===== src/verilog/dma_pkg.sv =====
// constants and types shared by the two-channel dma block
// assumes a single 25 MHz system clock domain
package dma_pkg;
   // ***********************
   // widths
   // ***********************
   localparam int ADDR_W = 20;
   localparam int CTRL_W = 11;

   // ***********************
   // register map, per channel
   // ***********************
   localparam logic [7:0] OFF_SRC_LO = 8'h00;
   localparam logic [7:0] OFF_SRC_HI = 8'h04;
   localparam logic [7:0] OFF_DST_LO = 8'h08;
   localparam logic [7:0] OFF_DST_HI = 8'h0C;
   localparam logic [7:0] OFF_CTRL   = 8'h10;
   localparam logic [7:0] OFF_STAT   = 8'h14;
   localparam logic [7:0] OFF_MASK   = 8'h1F;

   // ***********************
   // control fields
   // ***********************
   localparam int CTL_DEST_SPACE = 0;
   localparam int CTL_DEST_DEC   = 1;
   localparam int CTL_DEST_INC   = 2;
   localparam int CTL_SRC_SPACE  = 3;
   localparam int CTL_SRC_DEC    = 4;
   localparam int CTL_SRC_INC    = 5;
   localparam int CTL_WORD       = 6;
   localparam int CTL_PRIO       = 7;
   localparam int CTL_SYNC_LO    = 8;
   localparam int CTL_SYNC_HI    = 9;
   localparam int CTL_ARM        = 10;
   localparam int STAT_REQ       = 0;
   localparam int STAT_BUSY      = 1;
   localparam int STAT_FAVORED   = 2;

   localparam logic [1:0] SYNC_NONE = 2'h0;
   localparam logic [1:0] SYNC_DEST = 2'h2;

   // ***********************
   // reset values and steps
   // ***********************
   localparam logic [CTRL_W-1:0] CTRL_RESET = 11'h000;
   localparam logic [ADDR_W-1:0] PTR_RESET  = 20'h00000;
   localparam logic [ADDR_W-1:0] STEP_BYTE  = 20'h00001;
   localparam logic [ADDR_W-1:0] STEP_WORD  = 20'h00002;
   localparam logic              ROT_RESET  = 1'b1;

   typedef enum logic [2:0] {
      XF_IDLE, XF_FETCH, XF_DEPOSIT, XF_IDLE1, XF_IDLE2
   } xfer_type;

   function automatic logic [ADDR_W-1:0] step_size(input logic word);
      return word ? STEP_WORD : STEP_BYTE;
   endfunction
endpackage


===== src/verilog/dma_pointer.sv =====
// one 20-bit source or destination pointer with indexing
// assumes loads and steps come from logic on ref_clk
`timescale 1ns/1ps
module dma_pointer (
   // system
   input  wire logic                      ref_clk,
   input  wire logic                      rst_n,
   // software load
   input  wire logic                      loadLow,
   input  wire logic                      loadHigh,
   input  wire logic [15:0]               loadData,
   // indexing
   input  wire logic                      step,
   input  wire logic                      stepUp,
   input  wire logic                      stepDown,
   input  wire logic                      wordSize,
   output logic      [dma_pkg::ADDR_W-1:0] ptr
);
   import dma_pkg::*;

   typedef struct packed {
      logic [ADDR_W-1:0] value;
   } ptr_state_type;

   ptr_state_type s;
   ptr_state_type next_s;

   always_comb begin
      next_s = s;
      // full-width add so carries reach the top nibble
      if (step && stepUp && !stepDown) begin
         next_s.value = s.value + step_size(wordSize);
      end else if (step && stepDown && !stepUp) begin
         next_s.value = s.value - step_size(wordSize);
      end
      // a software write wins over a step in the same cycle
      if (loadLow) begin
         next_s.value[15:0] = loadData;
      end
      if (loadHigh) begin
         next_s.value[19:16] = loadData[3:0];
      end
   end

   always_ff @(posedge ref_clk or negedge rst_n) begin
      if (!rst_n) begin
         s.value <= PTR_RESET;
      end else begin
         s <= next_s;
      end
   end

   assign ptr = s.value;

   property p_step_up;
      @(posedge ref_clk) disable iff (!rst_n)
      step && stepUp && !stepDown && !loadLow && !loadHigh
      |=> ptr == $past(ptr) + (($past(wordSize)) ? STEP_WORD : STEP_BYTE);
   endproperty
   a_step_up: assert property (p_step_up)
      else $error("pointer did not advance by the data width");

   property p_step_hold;
      @(posedge ref_clk) disable iff (!rst_n)
      step && (stepUp == stepDown) && !loadLow && !loadHigh |=> $stable(ptr);
   endproperty
   a_step_hold: assert property (p_step_hold)
      else $error("pointer moved with equal index bits");
endmodule // dma_pointer


===== src/verilog/dma_arbiter.sv =====
// channel arbiter: fixed or rotating priority between two channels
// assumes it is consulted only at transfer boundaries
`timescale 1ns/1ps
module dma_arbiter (
   // system
   input  wire logic       ref_clk,
   input  wire logic       rst_n,
   // requests and priority bits
   input  wire logic [1:0] req,
   input  wire logic [1:0] highPrio,
   // completed transfer
   input  wire logic       doneStrobe,
   input  wire logic       doneCh,
   input  wire logic       doneReleased,
   // decision
   output logic            grantValid,
   output logic            grantCh,
   output logic            rotTop
);
   import dma_pkg::*;

   typedef struct packed {
      logic rotTop;
      logic relLast;
      logic relCh;
   } arb_state_type;

   arb_state_type s;
   arb_state_type next_s;
   logic          fixedMode;
   logic          hiCh;

   always_comb begin
      fixedMode  = highPrio[0] != highPrio[1];
      hiCh       = highPrio[1];
      grantValid = req != 2'h0;
      grantCh    = req[1];
      if (req == 2'h3) begin
         if (fixedMode) begin
            // a released high channel lends one slot to the low one
            if (s.relLast && s.relCh == hiCh) begin
               grantCh = ~hiCh;
            end else begin
               grantCh = hiCh;
            end
         end else begin
            grantCh = s.rotTop;
         end
      end
      next_s = s;
      if (doneStrobe) begin
         next_s.relLast = doneReleased;
         next_s.relCh   = doneCh;
         next_s.rotTop  = doneReleased ? ROT_RESET : ~doneCh;
      end
      if (req == 2'h0) begin
         next_s.rotTop = ROT_RESET;
      end
   end

   always_ff @(posedge ref_clk or negedge rst_n) begin
      if (!rst_n) begin
         s.rotTop  <= ROT_RESET;
         s.relLast <= 1'b0;
         s.relCh   <= 1'b0;
      end else begin
         s <= next_s;
      end
   end

   assign rotTop = s.rotTop;

   property p_fixed_first;
      @(posedge ref_clk) disable iff (!rst_n)
      req == 2'h3 && highPrio[0] != highPrio[1] && !s.relLast
      |-> grantValid && grantCh == highPrio[1];
   endproperty
   a_fixed_first: assert property (p_fixed_first)
      else $error("low channel granted over high channel");

   property p_rotate_grant;
      @(posedge ref_clk) disable iff (!rst_n)
      req == 2'h3 && highPrio[0] == highPrio[1] |-> grantCh == s.rotTop;
   endproperty
   a_rotate_grant: assert property (p_rotate_grant)
      else $error("rotating grant ignores favored channel");

   property p_rotate_after;
      @(posedge ref_clk) disable iff (!rst_n)
      doneStrobe && !doneReleased && req != 2'h0 |=> rotTop == !$past(doneCh);
   endproperty
   a_rotate_after: assert property (p_rotate_after)
      else $error("serviced channel kept high rotating priority");

   property p_release_top;
      @(posedge ref_clk) disable iff (!rst_n)
      (doneStrobe && doneReleased) || req == 2'h0 |=> rotTop;
   endproperty
   a_release_top: assert property (p_release_top)
      else $error("channel 1 not restored after bus release");
endmodule // dma_arbiter


===== src/verilog/dma_channel_priority_and_pointers.sv =====
// two-channel dma: register file, transfer sequencer, pointers
// assumes a classic wishbone master and a bus unit that pulses
// busDone once per finished fetch or deposit cycle
//
// Added by the designer: the register offsets and the Wishbone register port.
`timescale 1ns/1ps

// Contract
// - both request, high-priority channel goes first
// - high channel continues while requesting, armed, unreleased
// - released destination-sync high lends one transfer
// - mixed synchronization alternates while both request
// - higher channel preempts lower at next boundary
// - equal priority bits select rotating priority
// - rotation starts with channel 1 favored
// - serviced channel drops to lower rotating priority
// - channel 1 favored again on bus release
// - six software registers per channel
// - pointers are 20 bits from two registers
// - upper pointer bits driven even for I/O
// - source low bits address the fetch
// - destination upper bits drive address 19:16
// - destination low bits address the deposit
// - separate space select per pointer
// - pointer steps by inc/dec, equal holds
// - step size follows channel data width
// - word steps two, byte steps one
// - destination sync adds two released idle states
// - priority bit set means high priority
// - space bit set memory, clear I/O
module dma_channel_priority_and_pointers (
   // system
   input  wire logic                       ref_clk,
   input  wire logic                       rst_n,
   // wishbone slave
   input  wire logic                       wb_cyc_i,
   input  wire logic                       wb_stb_i,
   input  wire logic                       wb_we_i,
   input  wire logic [7:0]                 wb_adr_i,
   input  wire logic [3:0]                 wb_sel_i,
   input  wire logic [31:0]                wb_dat_i,
   output logic      [31:0]                wb_dat_o,
   output logic                            wb_ack_o,
   // request pins and global hold-off
   input  wire logic [1:0]                 dmaRequestPin,
   input  wire logic                       suspend,
   // bus interface unit side
   output logic                            busReq,
   output logic      [dma_pkg::ADDR_W-1:0] busAddr,
   output logic                            busMemSpace,
   output logic                            busWrite,
   output logic                            busWord,
   output logic                            busChannel,
   input  wire logic                       busDone
);
   import dma_pkg::*;

   // ***********************
   // state
   // ***********************
   typedef struct packed {
      logic [1:0]                   reqMeta;
      logic [1:0]                   reqSync;
      logic                         ack;
      logic [31:0]                  rdData;
      logic [1:0][CTRL_W-1:0]       ctrl;
      xfer_type                     st;
      logic                         ch;
      logic [ADDR_W-1:0]            addr;
      logic                         mem;
      logic                         write;
      logic                         word;
   } main_state_type;

   main_state_type s;
   main_state_type next_s;

   logic [1:0][ADDR_W-1:0] srcPtr;
   logic [1:0][ADDR_W-1:0] dstPtr;
   logic [1:0]             srcLoadLo;
   logic [1:0]             srcLoadHi;
   logic [1:0]             dstLoadLo;
   logic [1:0]             dstLoadHi;
   logic [15:0]            loadData;
   logic [1:0]             stepCh;
   logic [1:0]             reqVec;
   logic [1:0]             highPrio;
   logic [7:0]             off;
   logic                   wch;
   logic                   mapped;
   logic                   wrEn;
   logic                   depositDone;
   logic                   grantValid;
   logic                   grantCh;
   logic                   rotTop;
   logic [31:0]            rdWord;
   logic [15:0]            oldHalf;

   // ***********************
   // helpers
   // ***********************
   function automatic logic [15:0] merge16(
      input logic [15:0] old,
      input logic [31:0] wd,
      input logic [3:0]  sel
   );
      logic [15:0] r;
      r = old;
      if (sel[0]) begin
         r[7:0] = wd[7:0];
      end
      if (sel[1]) begin
         r[15:8] = wd[15:8];
      end
      return r;
   endfunction

   function automatic logic is_dest_sync(input logic [CTRL_W-1:0] c);
      return c[CTL_SYNC_HI:CTL_SYNC_LO] == SYNC_DEST;
   endfunction

   // ***********************
   // request qualification
   // ***********************
   always_comb begin
      for (int c = 0; c < 2; c++) begin
         // unsynchronized channels request for as long as they are armed and suspend is low
         reqVec[c] = s.ctrl[c][CTL_ARM] && !suspend &&
                     (s.ctrl[c][CTL_SYNC_HI:CTL_SYNC_LO] == SYNC_NONE ||
                      s.reqSync[c]);
         highPrio[c] = s.ctrl[c][CTL_PRIO];
      end
   end

   // ***********************
   // register file and sequencer
   // ***********************
   always_comb begin
      next_s         = s;
      next_s.reqMeta = dmaRequestPin;
      next_s.reqSync = s.reqMeta;

      off    = wb_adr_i & OFF_MASK;
      wch    = wb_adr_i[5];
      // 0x18..0x1F of each channel and anything above 0x3F is unmapped
      mapped = wb_adr_i[7:6] == 2'h0 && wb_adr_i[1:0] == 2'h0 &&
               off <= OFF_STAT;
      wrEn   = wb_cyc_i && wb_stb_i && wb_we_i && s.ack && mapped;
      next_s.ack = wb_cyc_i && wb_stb_i && !s.ack;

      rdWord = 32'h0000_0000;
      if (mapped) begin
         unique case (off)
            OFF_SRC_LO: rdWord[15:0] = srcPtr[wch][15:0];
            OFF_SRC_HI: rdWord[3:0]  = srcPtr[wch][19:16];
            OFF_DST_LO: rdWord[15:0] = dstPtr[wch][15:0];
            OFF_DST_HI: rdWord[3:0]  = dstPtr[wch][19:16];
            OFF_CTRL:   rdWord[CTRL_W-1:0] = s.ctrl[wch];
            OFF_STAT: begin
               rdWord[STAT_REQ]     = reqVec[wch];
               rdWord[STAT_BUSY]    = s.st != XF_IDLE && s.ch == wch;
               rdWord[STAT_FAVORED] = rotTop == wch;
            end
            default: rdWord = 32'h0000_0000;
         endcase
      end
      if (wb_cyc_i && wb_stb_i && !s.ack) begin
         next_s.rdData = rdWord;
      end

      srcLoadLo = 2'h0;
      srcLoadHi = 2'h0;
      dstLoadLo = 2'h0;
      dstLoadHi = 2'h0;
      oldHalf   = 16'h0000;
      unique case (off)
         OFF_SRC_LO: oldHalf = srcPtr[wch][15:0];
         OFF_SRC_HI: oldHalf = {12'h000, srcPtr[wch][19:16]};
         OFF_DST_LO: oldHalf = dstPtr[wch][15:0];
         OFF_DST_HI: oldHalf = {12'h000, dstPtr[wch][19:16]};
         OFF_CTRL:   oldHalf = {5'h00, s.ctrl[wch]};
         default:    oldHalf = 16'h0000;
      endcase
      loadData = merge16(oldHalf, wb_dat_i, wb_sel_i);
      if (wrEn) begin
         unique case (off)
            OFF_SRC_LO: srcLoadLo[wch] = 1'b1;
            OFF_SRC_HI: srcLoadHi[wch] = 1'b1;
            OFF_DST_LO: dstLoadLo[wch] = 1'b1;
            OFF_DST_HI: dstLoadHi[wch] = 1'b1;
            OFF_CTRL:   next_s.ctrl[wch] = loadData[CTRL_W-1:0];
            default: begin
            end
         endcase
      end

      depositDone = 1'b0;
      stepCh      = 2'h0;
      unique case (s.st)
         XF_IDLE: begin
            // the arbiter is heard only here, between transfers
            if (grantValid) begin
               next_s.st    = XF_FETCH;
               next_s.ch    = grantCh;
               next_s.addr  = srcPtr[grantCh];
               next_s.mem   = s.ctrl[grantCh][CTL_SRC_SPACE];
               next_s.write = 1'b0;
               next_s.word  = s.ctrl[grantCh][CTL_WORD];
            end
         end
         XF_FETCH: begin
            if (busDone) begin
               next_s.st    = XF_DEPOSIT;
               next_s.addr  = dstPtr[s.ch];
               next_s.mem   = s.ctrl[s.ch][CTL_DEST_SPACE];
               next_s.write = 1'b1;
            end
         end
         XF_DEPOSIT: begin
            if (busDone) begin
               depositDone    = 1'b1;
               stepCh[s.ch]   = 1'b1;
               next_s.write   = 1'b0;
               // idle states hand the bus back to other masters
               next_s.st = is_dest_sync(s.ctrl[s.ch]) ? XF_IDLE1 : XF_IDLE;
            end
         end
         XF_IDLE1: next_s.st = XF_IDLE2;
         XF_IDLE2: next_s.st = XF_IDLE;
         default:  next_s.st = XF_IDLE;
      endcase
   end

   always_ff @(posedge ref_clk or negedge rst_n) begin
      if (!rst_n) begin
         s.reqMeta <= 2'h0;
         s.reqSync <= 2'h0;
         s.ack     <= 1'b0;
         s.rdData  <= 32'h0000_0000;
         s.ctrl    <= {CTRL_RESET, CTRL_RESET};
         s.st      <= XF_IDLE;
         s.ch      <= 1'b0;
         s.addr    <= PTR_RESET;
         s.mem     <= 1'b0;
         s.write   <= 1'b0;
         s.word    <= 1'b0;
      end else begin
         s <= next_s;
      end
   end

   // ***********************
   // pointers and arbiter
   // ***********************
   for (genvar c = 0; c < 2; c++) begin : g_chan
      dma_pointer u_src (
         .ref_clk  (ref_clk),
         .rst_n    (rst_n),
         .loadLow  (srcLoadLo[c]),
         .loadHigh (srcLoadHi[c]),
         .loadData (loadData),
         .step     (stepCh[c]),
         .stepUp   (s.ctrl[c][CTL_SRC_INC]),
         .stepDown (s.ctrl[c][CTL_SRC_DEC]),
         .wordSize (s.ctrl[c][CTL_WORD]),
         .ptr      (srcPtr[c])
      );
      dma_pointer u_dst (
         .ref_clk  (ref_clk),
         .rst_n    (rst_n),
         .loadLow  (dstLoadLo[c]),
         .loadHigh (dstLoadHi[c]),
         .loadData (loadData),
         .step     (stepCh[c]),
         .stepUp   (s.ctrl[c][CTL_DEST_INC]),
         .stepDown (s.ctrl[c][CTL_DEST_DEC]),
         .wordSize (s.ctrl[c][CTL_WORD]),
         .ptr      (dstPtr[c])
      );
   end

   dma_arbiter u_arb (
      .ref_clk      (ref_clk),
      .rst_n        (rst_n),
      .req          (reqVec),
      .highPrio     (highPrio),
      .doneStrobe   (depositDone),
      .doneCh       (s.ch),
      .doneReleased (is_dest_sync(s.ctrl[s.ch])),
      .grantValid   (grantValid),
      .grantCh      (grantCh),
      .rotTop       (rotTop)
   );

   // ***********************
   // outputs
   // ***********************
   assign wb_ack_o    = s.ack;
   assign wb_dat_o    = s.rdData;
   assign busReq      = s.st == XF_FETCH || s.st == XF_DEPOSIT;
   assign busAddr     = s.addr;
   assign busMemSpace = s.mem;
   assign busWrite    = s.write;
   assign busWord     = s.word;
   assign busChannel  = s.ch;

   // ***********************
   // checks
   // ***********************
   property p_fetch_addr;
      @(posedge ref_clk) disable iff (!rst_n)
      s.st == XF_IDLE && grantValid
      |=> busReq && !busWrite && busAddr == $past(srcPtr[grantCh]);
   endproperty
   a_fetch_addr: assert property (p_fetch_addr)
      else $error("fetch address is not the source pointer");

   property p_deposit_addr;
      @(posedge ref_clk) disable iff (!rst_n)
      s.st == XF_FETCH && busDone
      |=> busWrite && busAddr[19:16] == $past(dstPtr[s.ch][19:16])
          && busAddr[15:0] == $past(dstPtr[s.ch][15:0]);
   endproperty
   a_deposit_addr: assert property (p_deposit_addr)
      else $error("deposit address is not the destination pointer");

   property p_space_sel;
      @(posedge ref_clk) disable iff (!rst_n)
      s.st == XF_FETCH && busDone
      |=> busMemSpace == $past(s.ctrl[s.ch][CTL_DEST_SPACE]);
   endproperty
   a_space_sel: assert property (p_space_sel)
      else $error("deposit space does not follow its select bit");

   property p_idle_gap;
      @(posedge ref_clk) disable iff (!rst_n)
      s.st == XF_DEPOSIT && busDone && is_dest_sync(s.ctrl[s.ch])
      |=> !busReq [*2] ##1 s.st == XF_IDLE;
   endproperty
   a_idle_gap: assert property (p_idle_gap)
      else $error("destination-sync transfer missed its two idle states");

   property p_whole_xfer;
      @(posedge ref_clk) disable iff (!rst_n)
      s.st == XF_FETCH
      |=> (s.st == XF_FETCH || s.st == XF_DEPOSIT) && $stable(busChannel);
   endproperty
   a_whole_xfer: assert property (p_whole_xfer)
      else $error("channel switched inside a transfer");

   property p_ack_once;
      @(posedge ref_clk) disable iff (!rst_n)
      wb_ack_o |=> !wb_ack_o;
   endproperty
   a_ack_once: assert property (p_ack_once)
      else $error("wishbone ack held longer than one cycle");
endmodule // dma_channel_priority_and_pointers


===== config.mk =====
export PLATFORM = sky130hd
export DESIGN_NAME = dma_channel_priority_and_pointers
export DESIGN_NICKNAME = d
export VERILOG_FILES = /design/src/verilog/dma_pkg.sv /design/src/verilog/dma_pointer.sv /design/src/verilog/dma_arbiter.sv /design/src/verilog/dma_channel_priority_and_pointers.sv
export SDC_FILE = /design/constraint.sdc
export NUM_CORES = 1
export LEC_CHECK = 0
export ABC_AREA = 0
export BUFFER_PORTS_ARGS = -buffer_cell sky130_fd_sc_hd__buf_2
export CAP_MARGIN = 20
export CELL_PAD_IN_SITES_DETAIL_PLACEMENT = 0
export CELL_PAD_IN_SITES_GLOBAL_PLACEMENT = 2
export CORE_ASPECT_RATIO = 1.1
export CORE_MARGIN = 2
export CORE_UTILIZATION = 38
export DETAILED_ROUTE_END_ITERATION = 10
export PLACE_DENSITY = 0.82
export REMOVE_ABC_BUFFERS = 1
export SLEW_MARGIN = 20
export SYNTH_ARGS = -nofsm -noshare
export SYNTH_HDL_FRONTEND = slang
export SYNTH_SLANG_ARGS = --single-unit

===== constraint.sdc =====
create_clock -name ref_clk -period 4.95 [get_ports ref_clk]
set_input_delay 0.99 -clock ref_clk [delete_from_list [all_inputs] [get_ports ref_clk]]
set_output_delay 0.99 -clock ref_clk [all_outputs]
set_load 0.01 [all_outputs]

==> metrics.md, run 1 <==
| Metric | Value |
|---|---|
| Max stage delay cell, worst path | `sky130_fd_sc_hd__or4b_4` |
| Share of flip-flops with an asynchronous set or reset | `100%` |
| Final clock period utilization by the worst path | `84.5%` |
| Pleak | `6.28 nW` |
| Post-layout nets | `1,568` |
| Via count of the first global-routing pass | `~11,000` |
| Placement Rows | `between 60 and 70` |
| DRT iter0 DRCs | `between 800 and 900` |
| Post-Synthesis Cell Area | `0.0123 mm^2` |
| Max-capacitance violation count | `0` |
| DRC viols | `0` |
| Commonest cells post-synth | `sky130_fd_sc_hd__nand2_1, sky130_fd_sc_hd__dfrtp_1, sky130_fd_sc_hd__a21oi_1` |
| Category of the worst setup path capture point | `register` |
| Sequential fraction of the synthesis area | `approximately 31%` |
| Total number of vias | `11,100` |
| Number of distinct library cells after synthesis | `97` |
| Yosys warning count | `0` |
| Reg2reg start | `s[24]` |
| Layout overhead on the synthesized area | `10.2%` |
| Layout Skew | `11.3 ps` |
| Worst hold path class | `register to register` |
| Filler Cells Inserted | `3,207` |
| Transition time of the tightest slew-check pin | `1020 ps` |
| Postcts setup bufs | `0` |
| Clock tree root driver cell | `sky130_fd_sc_hd__clkbuf_16` |
| Leading register cell type out of synthesis | `sky130_fd_sc_hd__dfrtp_1` |
| Starting density of the core | `38.8%` |
| Worst Hold Margin | `351 ps` |
| Share of the core filled with cells | `between 40% and 50%` |
| Fraction of final layout cells sized beyond drive strength 1 | `14.4%` |
| Final setup fails | `0` |
| Quantity of I/O buffers inserted on ports | `76` |
| Maximum buffer depth of the clock tree | `2` |
| Capturing instance or port of the critical path | `g_chan[0].u_src.ptr[19]` |
| Critical path peak fanout | `21` |
| Total iterations of the first detailed-routing run | `6` |
| HPWL Detailed | `31,600 um` |
| Area leader, netlist | `sky130_fd_sc_hd__dfrtp_1` |
| Kind of critical path | `input pin to register` |
| CTS tree | `yes` |
| Number of instances in the synthesized netlist | `~1,400` |
| Synth Register Bits | `around 150` |
| Pwr dens | `between 200 and 250 mW/mm^2` |
| Length in cells of the worst reg-to-reg path | `14` |
| Setup repair after global routing missed its margin | `no` |
| Area of the core region | `0.0316 mm^2` |
| Total area of multi-input combinational cells | `about 0.0077 mm^2` |
| Top post-synthesis cells by area | `sky130_fd_sc_hd__dfrtp_1, sky130_fd_sc_hd__ha_1, sky130_fd_sc_hd__mux2i_1` |
| Outcome | `complete, no violations` |
| Post-layout minimum cycle time | `~4200 ps` |
| Hold violation total from the final report | `0` |
| Final count of pins violating max slew | `0` |
| Initial antenna violation count | `2` |
| Remaining antenna violation count after routing | `0` |
| Reg2reg setup slack | `900 ps` |
| Num Clock Sinks | `153` |
| Highest cell delay on the worst timing path | `~560 ps` |
| Final global-route overflow total | `0` |
| Count of H-tree levels built during CTS | `4` |
| Highest achievable clock rate | `0.239 GHz` |
| Clock buffers created by TritonCTS | `17` |
| Number of ports placed on the die boundary | `111` |
| First-pass GRT wire length | `65,400 um` |
| Most numerous cell in the Yosys netlist | `sky130_fd_sc_hd__nand2_1` |
| Die boundary width | `between 150 and 200 um` |
| Synthesized area per cell | `8.71 um^2` |
| Sum of negative setup slack | `0 ps` |
| Worst VDD drop | `around 0.00023 V` |
| Start point of the worst min-delay path | `next_s[83]` |
| Via count normalized by instance count | `5.93` |
| All-layer global routing usage | `25.7%` |
| Ant. Diodes | `0` |
| Total wire length | `42,500 um` |
| Cells along the critical path | `buf_2 > inv_2 > or4b_4 > nor2_4 > nand3b_1 > buf_4 > ha_1 > o21ai_0 > o21ai_1 > nand4_1 > a21boi_2 > o221ai_1 > o311ai_2 > nor4_1 > a2111oi_1 > nand2_1` |
| Routed length per placed instance | `22.8 um` |
| Data arrival time of the worst path | `4500 ps` |
| Worst path required time | `5270 ps` |
| CTS hold repair buffers | `0` |
| Register area | `0.00383 mm^2` |
| Source of the critical timing path | `busDone` |
| Die Footprint | `0.0337 mm^2` |
| Reg-to-reg endpoint | `g_chan[0].u_src.ptr[19]` |
| Worst slew slack as a fraction of its limit | `32.3%` |
| Synth top area share | `31.0%` |
| Largest net degree at the start of global routing | `90` |
| Type of origin of the critical path | `input pin` |
| Clock input transition at the sequential cells of the worst setup and hold paths | `70 ps` |
| Clock network latency to the later pin of the worst-skew pair | `440 ps` |
| Final weighted congestion of routability-driven global placement | `0.932` |
| Cells resized by post-CTS repair | `0` |
| Number of synthesized flops with an enable pin | `0` |
| Vertical extent of the die | `192 um` |
routing by layer:
metal	up-vias	global-route usage (%)	share of wire [%]
li1	5218	-	-
met1	5419	34.1	44
met2	362	42.1	47
met3	75	3.98	6.2
met4	2	9.65	3.2
met5	-	0	0.026
area by class of cell:
class / instances / area share (%)
Tap cell: 420 / 3.89
Inverter: 33 / 0.917
Clock buffer: 18 / 3.18
Timing Repair Buffer: 117 / 5.29
Multi-Input combinational cell: 1113 / 56.8
Sequential cell: 153 / 28.4
Clock inverter: 14 / 1.56
state kept, by name, indices dropped and copies added, names as in the netlist, 2 cells and up:
name              count
u_arb.s               2
next_s                2
highPrio              2
s                    25
g_chan.u_src.ptr     40
wb_dat_o             16
busAddr              20
g_chan.u_dst.ptr     40
critical path: cells and delay by family:
| kind | cells | cell delay [ps] |
|---|---|---|
| compound gates | 6 | 1470 |
| simple gates | 6 | 1190 |
| buf+inv | 3 | 460 |
| fa+ha+maj | 1 | 370 |
through the flow:
| stage | power, mW | setup WS [ps] | area, um^2 | instances |
|---|---|---|---|---|
| global route | 3.07 | 488 | 13500 | 1868 |
| floorplan | 1.40 | 394 | 11600 | 1299 |
| detailed placement | 1.54 | 297 | 12800 | 1835 |
| CTS | 3.01 | 774 | 13500 | 1867 |
| finish | 2.98 | 766 | 13500 | 1868 |
| global placement | 1.53 | 287 | 12800 | 1835 |
power by group:
group	leakage (nW)	internal [mW]	switching, mW
Clock	0.306	0.860	0.614
Combinational	3.90	0.0716	0.147
Sequential	2.07	1.28	0.0149
Total	6.28	2.21	0.776
how the worst min path moves through the flow:
| stage | to | slack [ps] | cells after the start |
|---|---|---|---|
| floorplan | s[82] | 330 | 0 |
| global placement | s[82] | 340 | 0 |
| detailed placement | s[83] | 340 | 0 |
| CTS | s[83] | 350 | 0 |
| global route | s[82] | 360 | 0 |
| finish | s[83] | 350 | 0 |
logic make-up after synthesis:
group / share of synthesized area [%]
mux: 6.25
other cells: 0.0306
compound gates: 26.5
xor+xnor: 4.57
flops: 31.2
fa+ha+maj: 8.41
buf+inv: 6.90
simple gates: 16.1
cells in the final DEF (no fill, tap or decap), types with 5 or more instances in the layout:
cell type,Yosys,routed
sky130_fd_sc_hd__nand2_1,154,153
sky130_fd_sc_hd__dfrtp_1,152,151
sky130_fd_sc_hd__a21oi_1,110,110
sky130_fd_sc_hd__nor2_1,99,99
sky130_fd_sc_hd__o21ai_0,94,94
sky130_fd_sc_hd__ha_1,76,76
sky130_fd_sc_hd__buf_2,16,75
sky130_fd_sc_hd__mux2i_1,63,63
sky130_fd_sc_hd__buf_4,58,40
sky130_fd_sc_hd__o21a_1,35,35
sky130_fd_sc_hd__xor2_1,33,33
sky130_fd_sc_hd__nand3_1,33,33
sky130_fd_sc_hd__inv_1,32,32
sky130_fd_sc_hd__xnor2_1,31,31
sky130_fd_sc_hd__o221ai_1,28,28
sky130_fd_sc_hd__a211oi_1,26,26
sky130_fd_sc_hd__a21o_1,26,26
sky130_fd_sc_hd__a22oi_1,21,21
sky130_fd_sc_hd__nor3_1,22,21
sky130_fd_sc_hd__a31oi_1,17,17
sky130_fd_sc_hd__a22o_1,17,17
sky130_fd_sc_hd__clkbuf_16,0,17
sky130_fd_sc_hd__conb_1,1,16
sky130_fd_sc_hd__and3_1,15,15
sky130_fd_sc_hd__o211ai_1,11,11
sky130_fd_sc_hd__mux2_2,10,10
sky130_fd_sc_hd__o31ai_1,10,10
sky130_fd_sc_hd__a222oi_1,9,9
sky130_fd_sc_hd__nor2b_1,8,8
sky130_fd_sc_hd__o21ai_1,9,8
sky130_fd_sc_hd__and2_1,7,7
sky130_fd_sc_hd__nand2b_1,7,7
sky130_fd_sc_hd__nand4_1,7,7
sky130_fd_sc_hd__a211o_1,6,6
sky130_fd_sc_hd__a32oi_1,6,6
sky130_fd_sc_hd__o21bai_1,6,6
sky130_fd_sc_hd__nand3b_1,5,5
(Power assumes the default switching activity.)
==> run 2, diff against run 1 <==
--- a/config.mk
+++ b/config.mk
@@ -12,9 +12,9 @@
 export CELL_PAD_IN_SITES_GLOBAL_PLACEMENT = 2
 export CORE_ASPECT_RATIO = 1.1
 export CORE_MARGIN = 2
-export CORE_UTILIZATION = 38
+export CORE_UTILIZATION = 34
 export DETAILED_ROUTE_END_ITERATION = 10
-export PLACE_DENSITY = 0.82
+export PLACE_DENSITY = 0.78
 export REMOVE_ABC_BUFFERS = 1
 export SLEW_MARGIN = 20
 export SYNTH_ARGS = -nofsm -noshare
==> constraint.sdc (replaced) <==
create_clock -name ref_clk -period 3.8 [get_ports ref_clk]
set_input_delay 0.76 -clock ref_clk [delete_from_list [all_inputs] [get_ports ref_clk]]
set_output_delay 0.76 -clock ref_clk [all_outputs]
set_load 0.01 [all_outputs]
==> run 2 against run 1 <==
Effect of this change: via count increased by 5.4%; cell area increased by 12%; first-iteration DRC count decreased by 0.91%; die area increased by 12%; count of clock-buffer cells in the layout decreased by 1.
==> metrics.md, run 2 (synthesis gave the netlist of run 1 again) <==
| Metric | Value |
|---|---|
| Outcome | `complete, no violations` |
| Post-detailed-placement cell area | `0.0142 mm^2` |
| Type of origin of the critical path | `register` |
| Setup repair after global routing missed its margin | `yes` |
| Kind of critical path | `register to register` |
| Worst VDD drop | `0.000320 V` |
| Clock network latency to the later pin of the worst-skew pair | `460 ps` |
| Starting density of the core | `34.7%` |
| Layout overhead on the synthesized area | `23.5%` |
| Final count of pins violating max slew | `0` |
| First-pass GRT wire length | `67,900 um` |
| Clock tree root driver cell | `sky130_fd_sc_hd__clkbuf_16` |
| Most congested layer reported by global routing | `met2` |
| Clock input transition at the sequential cells of the worst setup and hold paths | `~80 ps` |
| Source of the critical timing path | `s[24]` |
| Layout Skew | `approximately 15 ps` |
| Final clock period utilization by the worst path | `96.4%` |
| Pleak | `7.15 nW` |
| Worst hold path class | `input pin to asynchronous set/reset pin` |
| Global Route met2 Usage | `around 39%` |
| Count of H-tree levels built during CTS | `4` |
| Die boundary width | `about 190 um` |
| Leading cell type in the layout, fill and taps excluded | `sky130_fd_sc_hd__buf_4` |
| Total wire length | `45,300 um` |
| Ant. Diodes | `0` |
| Die Footprint | `0.0376 mm^2` |
| All-layer global routing usage | `24.3%` |
| Capturing instance or port of the critical path | `g_chan[0].u_dst.ptr[19]` |
| Num Clock Sinks | `153` |
| Via count normalized by instance count | `about 5.5` |
| Highest achievable clock rate | `0.273 GHz` |
| Data arrival time of the worst path | `4000 ps` |
| Largest net degree at the start of global routing | `58` |
| Pwr dens | `250 mW/mm^2` |
| Vertical extent of the die | `between 200 and 250 um` |
| Remaining antenna violation count after routing | `0` |
| Clock buffers created by TritonCTS | `17` |
| Maximum buffer depth of the clock tree | `2` |
| Final setup fails | `0` |
| Reg-to-reg endpoint | `g_chan[0].u_dst.ptr[19]` |
| Transition time of the tightest slew-check pin | `~840 ps` |
| Reg2reg setup slack | `140 ps` |
| Highest cell delay on the worst timing path | `600 ps` |
| Max stage delay cell, worst path | `sky130_fd_sc_hd__or4b_4` |
| CTS hold repair buffers | `0` |
| Critical path peak fanout | `5` |
| Via count of the first global-routing pass | `11,400` |
| Post-layout minimum cycle time | `3660 ps` |
| Number of ports placed on the die boundary | `111` |
| Worst slew slack as a fraction of its limit | `43.9%` |
| Cells along the critical path | `or4b_4 > nor4b_4 > buf_4 > clkinvlp_4 > ha_1 > nor2_1 > nor2_1 > o41ai_4 > o211ai_1 > nand3_1 > o221ai_2 > mux2i_1 > xor2_1 > mux2i_1` |
| Commonest cells after routing, fill and taps aside | `sky130_fd_sc_hd__buf_4, sky130_fd_sc_hd__nand2_1, sky130_fd_sc_hd__dfrtp_1, sky130_fd_sc_hd__a21oi_1, sky130_fd_sc_hd__nor2_1` |
| Final weighted congestion of routability-driven global placement | `roughly 0.93` |
| Sum of negative setup slack | `0 ps` |
| Initial antenna violation count | `1` |
| CTS tree | `yes` |
| DRT iter0 DRCs | `a little under 900` |
| Register area | `0.00383 mm^2` |
| Final standard cell count with taps included and fillers excluded | `2,104` |
| M1 GR Usage | `around a third` |
| Total number of vias | `11,700` |
| Worst path required time | `4140 ps` |
| Total area of multi-input combinational cells | `0.00794 mm^2` |
| Length in cells of the worst reg-to-reg path | `14` |
| Max-capacitance violation count | `0` |
| Total iterations of the first detailed-routing run | `9` |
| Final global-route overflow total | `0` |
| Reg2reg start | `s[24]` |
| Category of the worst setup path capture point | `register` |
| Filler Cells Inserted | `between 3,000 and 4,000` |
| HPWL Detailed | `roughly 35,000 um` |
| Summed area of non-filler cells in the final layout | `roughly 0.015 mm^2` |
| Area of the core region | `roughly 0.035 mm^2` |
| Hold violation total from the final report | `0` |
| Post-layout nets | `1,743` |
| Cells after DPL | `between 2,000 and 2,500` |
| Share of the core filled with cells | `42.9%` |
| Met3 usage | `2.84%` |
| Routed length per placed instance | `21.5 um` |
| Quantity of I/O buffers inserted on ports | `76` |
| DRC viols | `0` |
| Fraction of final layout cells sized beyond drive strength 1 | `26.1%` |
| Placement Rows | `72` |
[run 2: power by group]
group | internal, mW | switching (mW)
Sequential | 1.66 | 0.0186
Clock | 0.943 | 0.851
Combinational | 0.109 | 0.198
[run 2: cell type report]
| type | count | share of cell area [%] |
|---|---|---|
| clock buffers | 17 | 2.81 |
| clock inverters | 15 | 1.15 |
| multi-input cells | 1113 | 52.4 |
| well taps | 481 | 3.98 |
| flip-flops and latches | 153 | 25.3 |
| inverters | 33 | 0.860 |
| repair buffers | 292 | 13.5 |
[run 2: per-layer routing]
layer  wire [um]  part of all wire (%)  vias to the layer above
met1       20300                    45                     5653
met5           0                     0                        -
met2       21000                    46                      365
li1            -                     -                     5573
met3        2160                   4.8                       86
met4        1850                   4.1                        0
[run 2: stage by stage]
stage / power, mW / hold WS, ps / setup slack, ps
2_1_floorplan: 1.83 / 331 / -630
3_3_place_gp: 2.01 / 335 / -450
3_5_place_dp: 2.02 / 342 / -451
4_1_cts: 3.81 / 282 / 7.07
5_1_grt: 3.90 / 323 / -78.5
6_report: 3.78 / 276 / 138
[run 2: worst min path at each step]
| stage | slack, ps | end | depth (start not counted) | from |
|---|---|---|---|---|
| after floorplan | 330 | s[82] | 0 | next_s[82] |
| after global placement | 340 | s[82] | 0 | next_s[82] |
| after detailed placement | 340 | s[83] | 0 | next_s[83] |
| after CTS | 280 | busWrite | 1 | rst_n |
| after global routing | 320 | busAddr[1] | 1 | rst_n |
| final | 280 | busWrite | 1 | rst_n |
[run 2: worst max-delay path, delay by kind of cell, from the launching register on]
family | cells | cell delay [ps]
AND/OR/NAND/NOR | 5 | 1280
AO/OA/AOI/OAI | 3 | 660
flip-flops | 1 | 380
adder cells (fa/ha/maj) | 1 | 380
buffers and inverters | 2 | 360
multiplexers | 2 | 320
XOR/XNOR | 1 | 160
[run 2: what timing repair did]
item,4_1_cts,5_1_grt
endpoints found under the setup margin,2,27
setup buffers,0,9
gates resized for setup,0,62
pin swaps,2,16
==> run 3, diff against run 2 <==
--- a/config.mk
+++ b/config.mk
@@ -12,10 +12,9 @@
 export CELL_PAD_IN_SITES_GLOBAL_PLACEMENT = 2
 export CORE_ASPECT_RATIO = 1.1
 export CORE_MARGIN = 2
-export CORE_UTILIZATION = 34
+export CORE_UTILIZATION = 38
 export DETAILED_ROUTE_END_ITERATION = 10
-export PLACE_DENSITY = 0.78
-export REMOVE_ABC_BUFFERS = 1
+export PLACE_DENSITY = 0.82
 export SLEW_MARGIN = 20
 export SYNTH_ARGS = -nofsm -noshare
 export SYNTH_HDL_FRONTEND = slang
==> constraint.sdc (replaced) <==
create_clock -name ref_clk -period 4 [get_ports ref_clk]
set_input_delay 0.8 -clock ref_clk [delete_from_list [all_inputs] [get_ports ref_clk]]
set_output_delay 0.8 -clock ref_clk [all_outputs]
set_load 0.01 [all_outputs]
==> run 3 against run 2 <==
Effect of this change: sequential share of layout area is 0.84 points higher; non-clock buffer count decreased by 43; global-route usage rose by 2.4 points; first-iteration DRC count increased by 31%; setup slack better by 46 ps; count of clock-buffer cells in the layout is 2 higher; die area is 10% lower; via count shrank 0.86%; sequential power fell by 5%; wire length shrank 1.6%; largest cell class unchanged; sequential cell count stayed put.
==> metrics.md, run 3 (synthesis gave the netlist of run 1 again) <==
| Metric | Value |
|---|---|
| Pleak | `6.95 nW` |
| DRT iter0 DRCs | `1,138` |
| HPWL Detailed | `about 34,000 um` |
| Largest net degree at the start of global routing | `74` |
| Length in cells of the worst reg-to-reg path | `13` |
| Post-layout nets | `around 1,700` |
| First-pass GRT wire length | `67,800 um` |
| Total wire length | `around 45,000 um` |
| Count of H-tree levels built during CTS | `4` |
| Start point of the worst min-delay path | `next_s[83]` |
| Share of total power in the clock network | `48.8%` |
| Worst-case hold path end point | `s[83]` |
| Die Footprint | `0.0337 mm^2` |
| Worst slew slack as a fraction of its limit | `between 15 and 20%` |
| Register area | `approximately 0.0038 mm^2` |
| Data arrival time of the worst path | `between 4000 and 5000 ps` |
| Clock tree root driver cell | `sky130_fd_sc_hd__clkbuf_16` |
| Worst path required time | `4340 ps` |
| Worst Setup Slack, final | `184 ps` |
| Final weighted congestion of routability-driven global placement | `between 0.9 and 1` |
| Worst hold path class | `register to register` |
| Filler Cells Inserted | `3,113` |
| CTS tree | `yes` |
| Share of the core filled with cells | `a little under half` |
| Number of ports placed on the die boundary | `111` |
| Vertical extent of the die | `192 um` |
| Fraction of final layout cells sized beyond drive strength 1 | `22.9%` |
| Gate power share | `7.9%` |
| Final setup fails | `0` |
| Highest achievable clock rate | `approximately 0.26 GHz` |
| Remaining antenna violation count after routing | `0` |
| Total iterations of the first detailed-routing run | `5` |
| Via count of the first global-routing pass | `11,100` |
| Hold violation total from the final report | `0` |
| Final global-route overflow total | `0` |
| DRC viols | `0` |
| Layout overhead on the synthesized area | `19.6%` |
| Via count normalized by instance count | `5.79` |
| Leading cell type in the layout, fill and taps excluded | `sky130_fd_sc_hd__buf_4` |
| Reg2reg setup slack | `200 ps` |
| Die boundary width | `175 um` |
| Total area of multi-input combinational cells | `0.00780 mm^2` |
| P_int | `2.76 mW` |
| Worst slack at placement | `-371 ps` |
| Final clock period utilization by the worst path | `95.4%` |
| Total number of vias | `11,600` |
| Final count of pins violating max slew | `0` |
| Net switching fraction of the power | `approximately a quarter` |
| Critical path peak fanout | `5` |
| Commonest cells after routing, fill and taps aside | `sky130_fd_sc_hd__buf_4, sky130_fd_sc_hd__nand2_1, sky130_fd_sc_hd__dfrtp_1, sky130_fd_sc_hd__a21oi_1, sky130_fd_sc_hd__nor2_1` |
| Placement Rows | `68` |
| Worst VDD drop | `0.000317 V` |
| Quantity of I/O buffers inserted on ports | `76` |
| Type of origin of the critical path | `input pin` |
| Reg2reg start | `s[24]` |
| Post-layout minimum cycle time | `3820 ps` |
| Starting density of the core | `38.8%` |
| Net switching power | `0.940 mW` |
| Clock input transition at the sequential cells of the worst setup and hold paths | `60 ps` |
| Ant. Diodes | `0` |
| Initial antenna violation count | `0` |
| Category of the worst setup path capture point | `register` |
| Setup repair after global routing missed its margin | `yes` |
| Transition time of the tightest slew-check pin | `between 1000 and 1500 ps` |
| Kind of critical path | `input pin to register` |
| Num Clock Sinks | `approximately 150` |
| Area of the core region | `0.0316 mm^2` |
| Max-capacitance violation count | `0` |
| Clock network latency to the later pin of the worst-skew pair | `approximately 460 ps` |
| Reg-to-reg endpoint | `g_chan[0].u_dst.ptr[18]` |
| Source of the critical timing path | `busDone` |
| Number of stages on the worst hold path | `0` |
| Fraction of power consumed by sequential logic | `43.2%` |
| Overall power of the completed layout | `roughly 3.7 mW` |
| Pwr dens | `253 mW/mm^2` |
| Routed length per placed instance | `22.3 um` |
| Clock buffers created by TritonCTS | `17` |
| Layout Skew | `13.8 ps` |
| Maximum buffer depth of the clock tree | `2` |
| Outcome | `complete, no violations` |
| All-layer global routing usage | `26.7%` |
## run 3: cell types whose count changed in the layout (fill, tap and decap cells not counted), sizes merged
cell    before  now
clkinv       3    6
bufinv       1    4
clkbuf      17   19
inv         42   34
buf        292  249
## run 3: area by class of cell
cell class / count / share of cell area [%]
clock inverters: 13 / 1.31
repair buffers: 249 / 11.8
well taps: 420 / 3.58
multi-input cells: 1113 / 53.2
clock buffers: 19 / 3.09
flip-flops and latches: 153 / 26.1
inverters: 33 / 0.930
## run 3: worst max-delay path, stage by stage
cell and delay [ps]:
sky130_fd_sc_hd__buf_2 170, sky130_fd_sc_hd__inv_12 50, sky130_fd_sc_hd__nor4b_4 230, sky130_fd_sc_hd__buf_4 180, sky130_fd_sc_hd__buf_4 110, sky130_fd_sc_hd__and2_1 180, sky130_fd_sc_hd__nand3b_1 120, sky130_fd_sc_hd__nand2b_4 170
sky130_fd_sc_hd__ha_1 280, sky130_fd_sc_hd__a21o_1 180, sky130_fd_sc_hd__a41o_1 290, sky130_fd_sc_hd__nor4_4 170, sky130_fd_sc_hd__nor3b_2 120, sky130_fd_sc_hd__a221oi_4 350, sky130_fd_sc_hd__o21a_1 250, sky130_fd_sc_hd__nand3b_1 130
sky130_fd_sc_hd__nand3_1 80, sky130_fd_sc_hd__a211o_1 300
## run 3: worst max-delay path by stage
| stage | endpoint | slack (ps) | cells past startpoint |
|---|---|---|---|
| floorplan | g_chan[0].u_src.ptr[19] | -190 | 14 |
| global placement | g_chan[0].u_dst.ptr[19] | -330 | 16 |
| detailed placement | g_chan[0].u_dst.ptr[19] | -370 | 16 |
| CTS | g_chan[0].u_dst.ptr[19] | 80 | 14 |
| global route | g_chan[0].u_dst.ptr[19] | -30 | 15 |
| finish | g_chan[1].u_dst.ptr[19] | 180 | 18 |
## run 3: routing by layer
layer	vias to the layer above	global-route usage [%]	wire length (um)
met2	440	41.9	19700
met1	5544	35.8	19600
met3	89	5.12	3300
li1	5503	-	-
met5	-	0	0
met4	0	11.9	1990
## run 3: power groups by stage
stage / logic, mW / registers (mW) / clock network (mW)
after floorplan: 0.175 / 1.63 / 0
after global placement: 0.287 / 1.63 / 0
after detailed placement: 0.290 / 1.63 / 0
after CTS: 0.291 / 1.60 / 1.83
after global routing: 0.313 / 1.61 / 1.89
final: 0.293 / 1.60 / 1.81
## run 3: what timing repair did
item,CTS,global route
resized for setup,0,12
setup buffers,0,2
endpoints found under the setup margin,0,17
hold buffers,0,0
## run 3: metrics by stage
stage | std cells | setup TNS, ps | area, um^2 | hold slack [ps]
global route | 2000 | -37.7 | 14700 | 364
detailed placement | 1966 | -6250 | 13900 | 342
floorplan | 1422 | -502 | 12400 | 331
global placement | 1966 | -5230 | 13900 | 333
CTS | 1998 | 0 | 14600 | 350
finish | 2000 | 0 | 14700 | 347
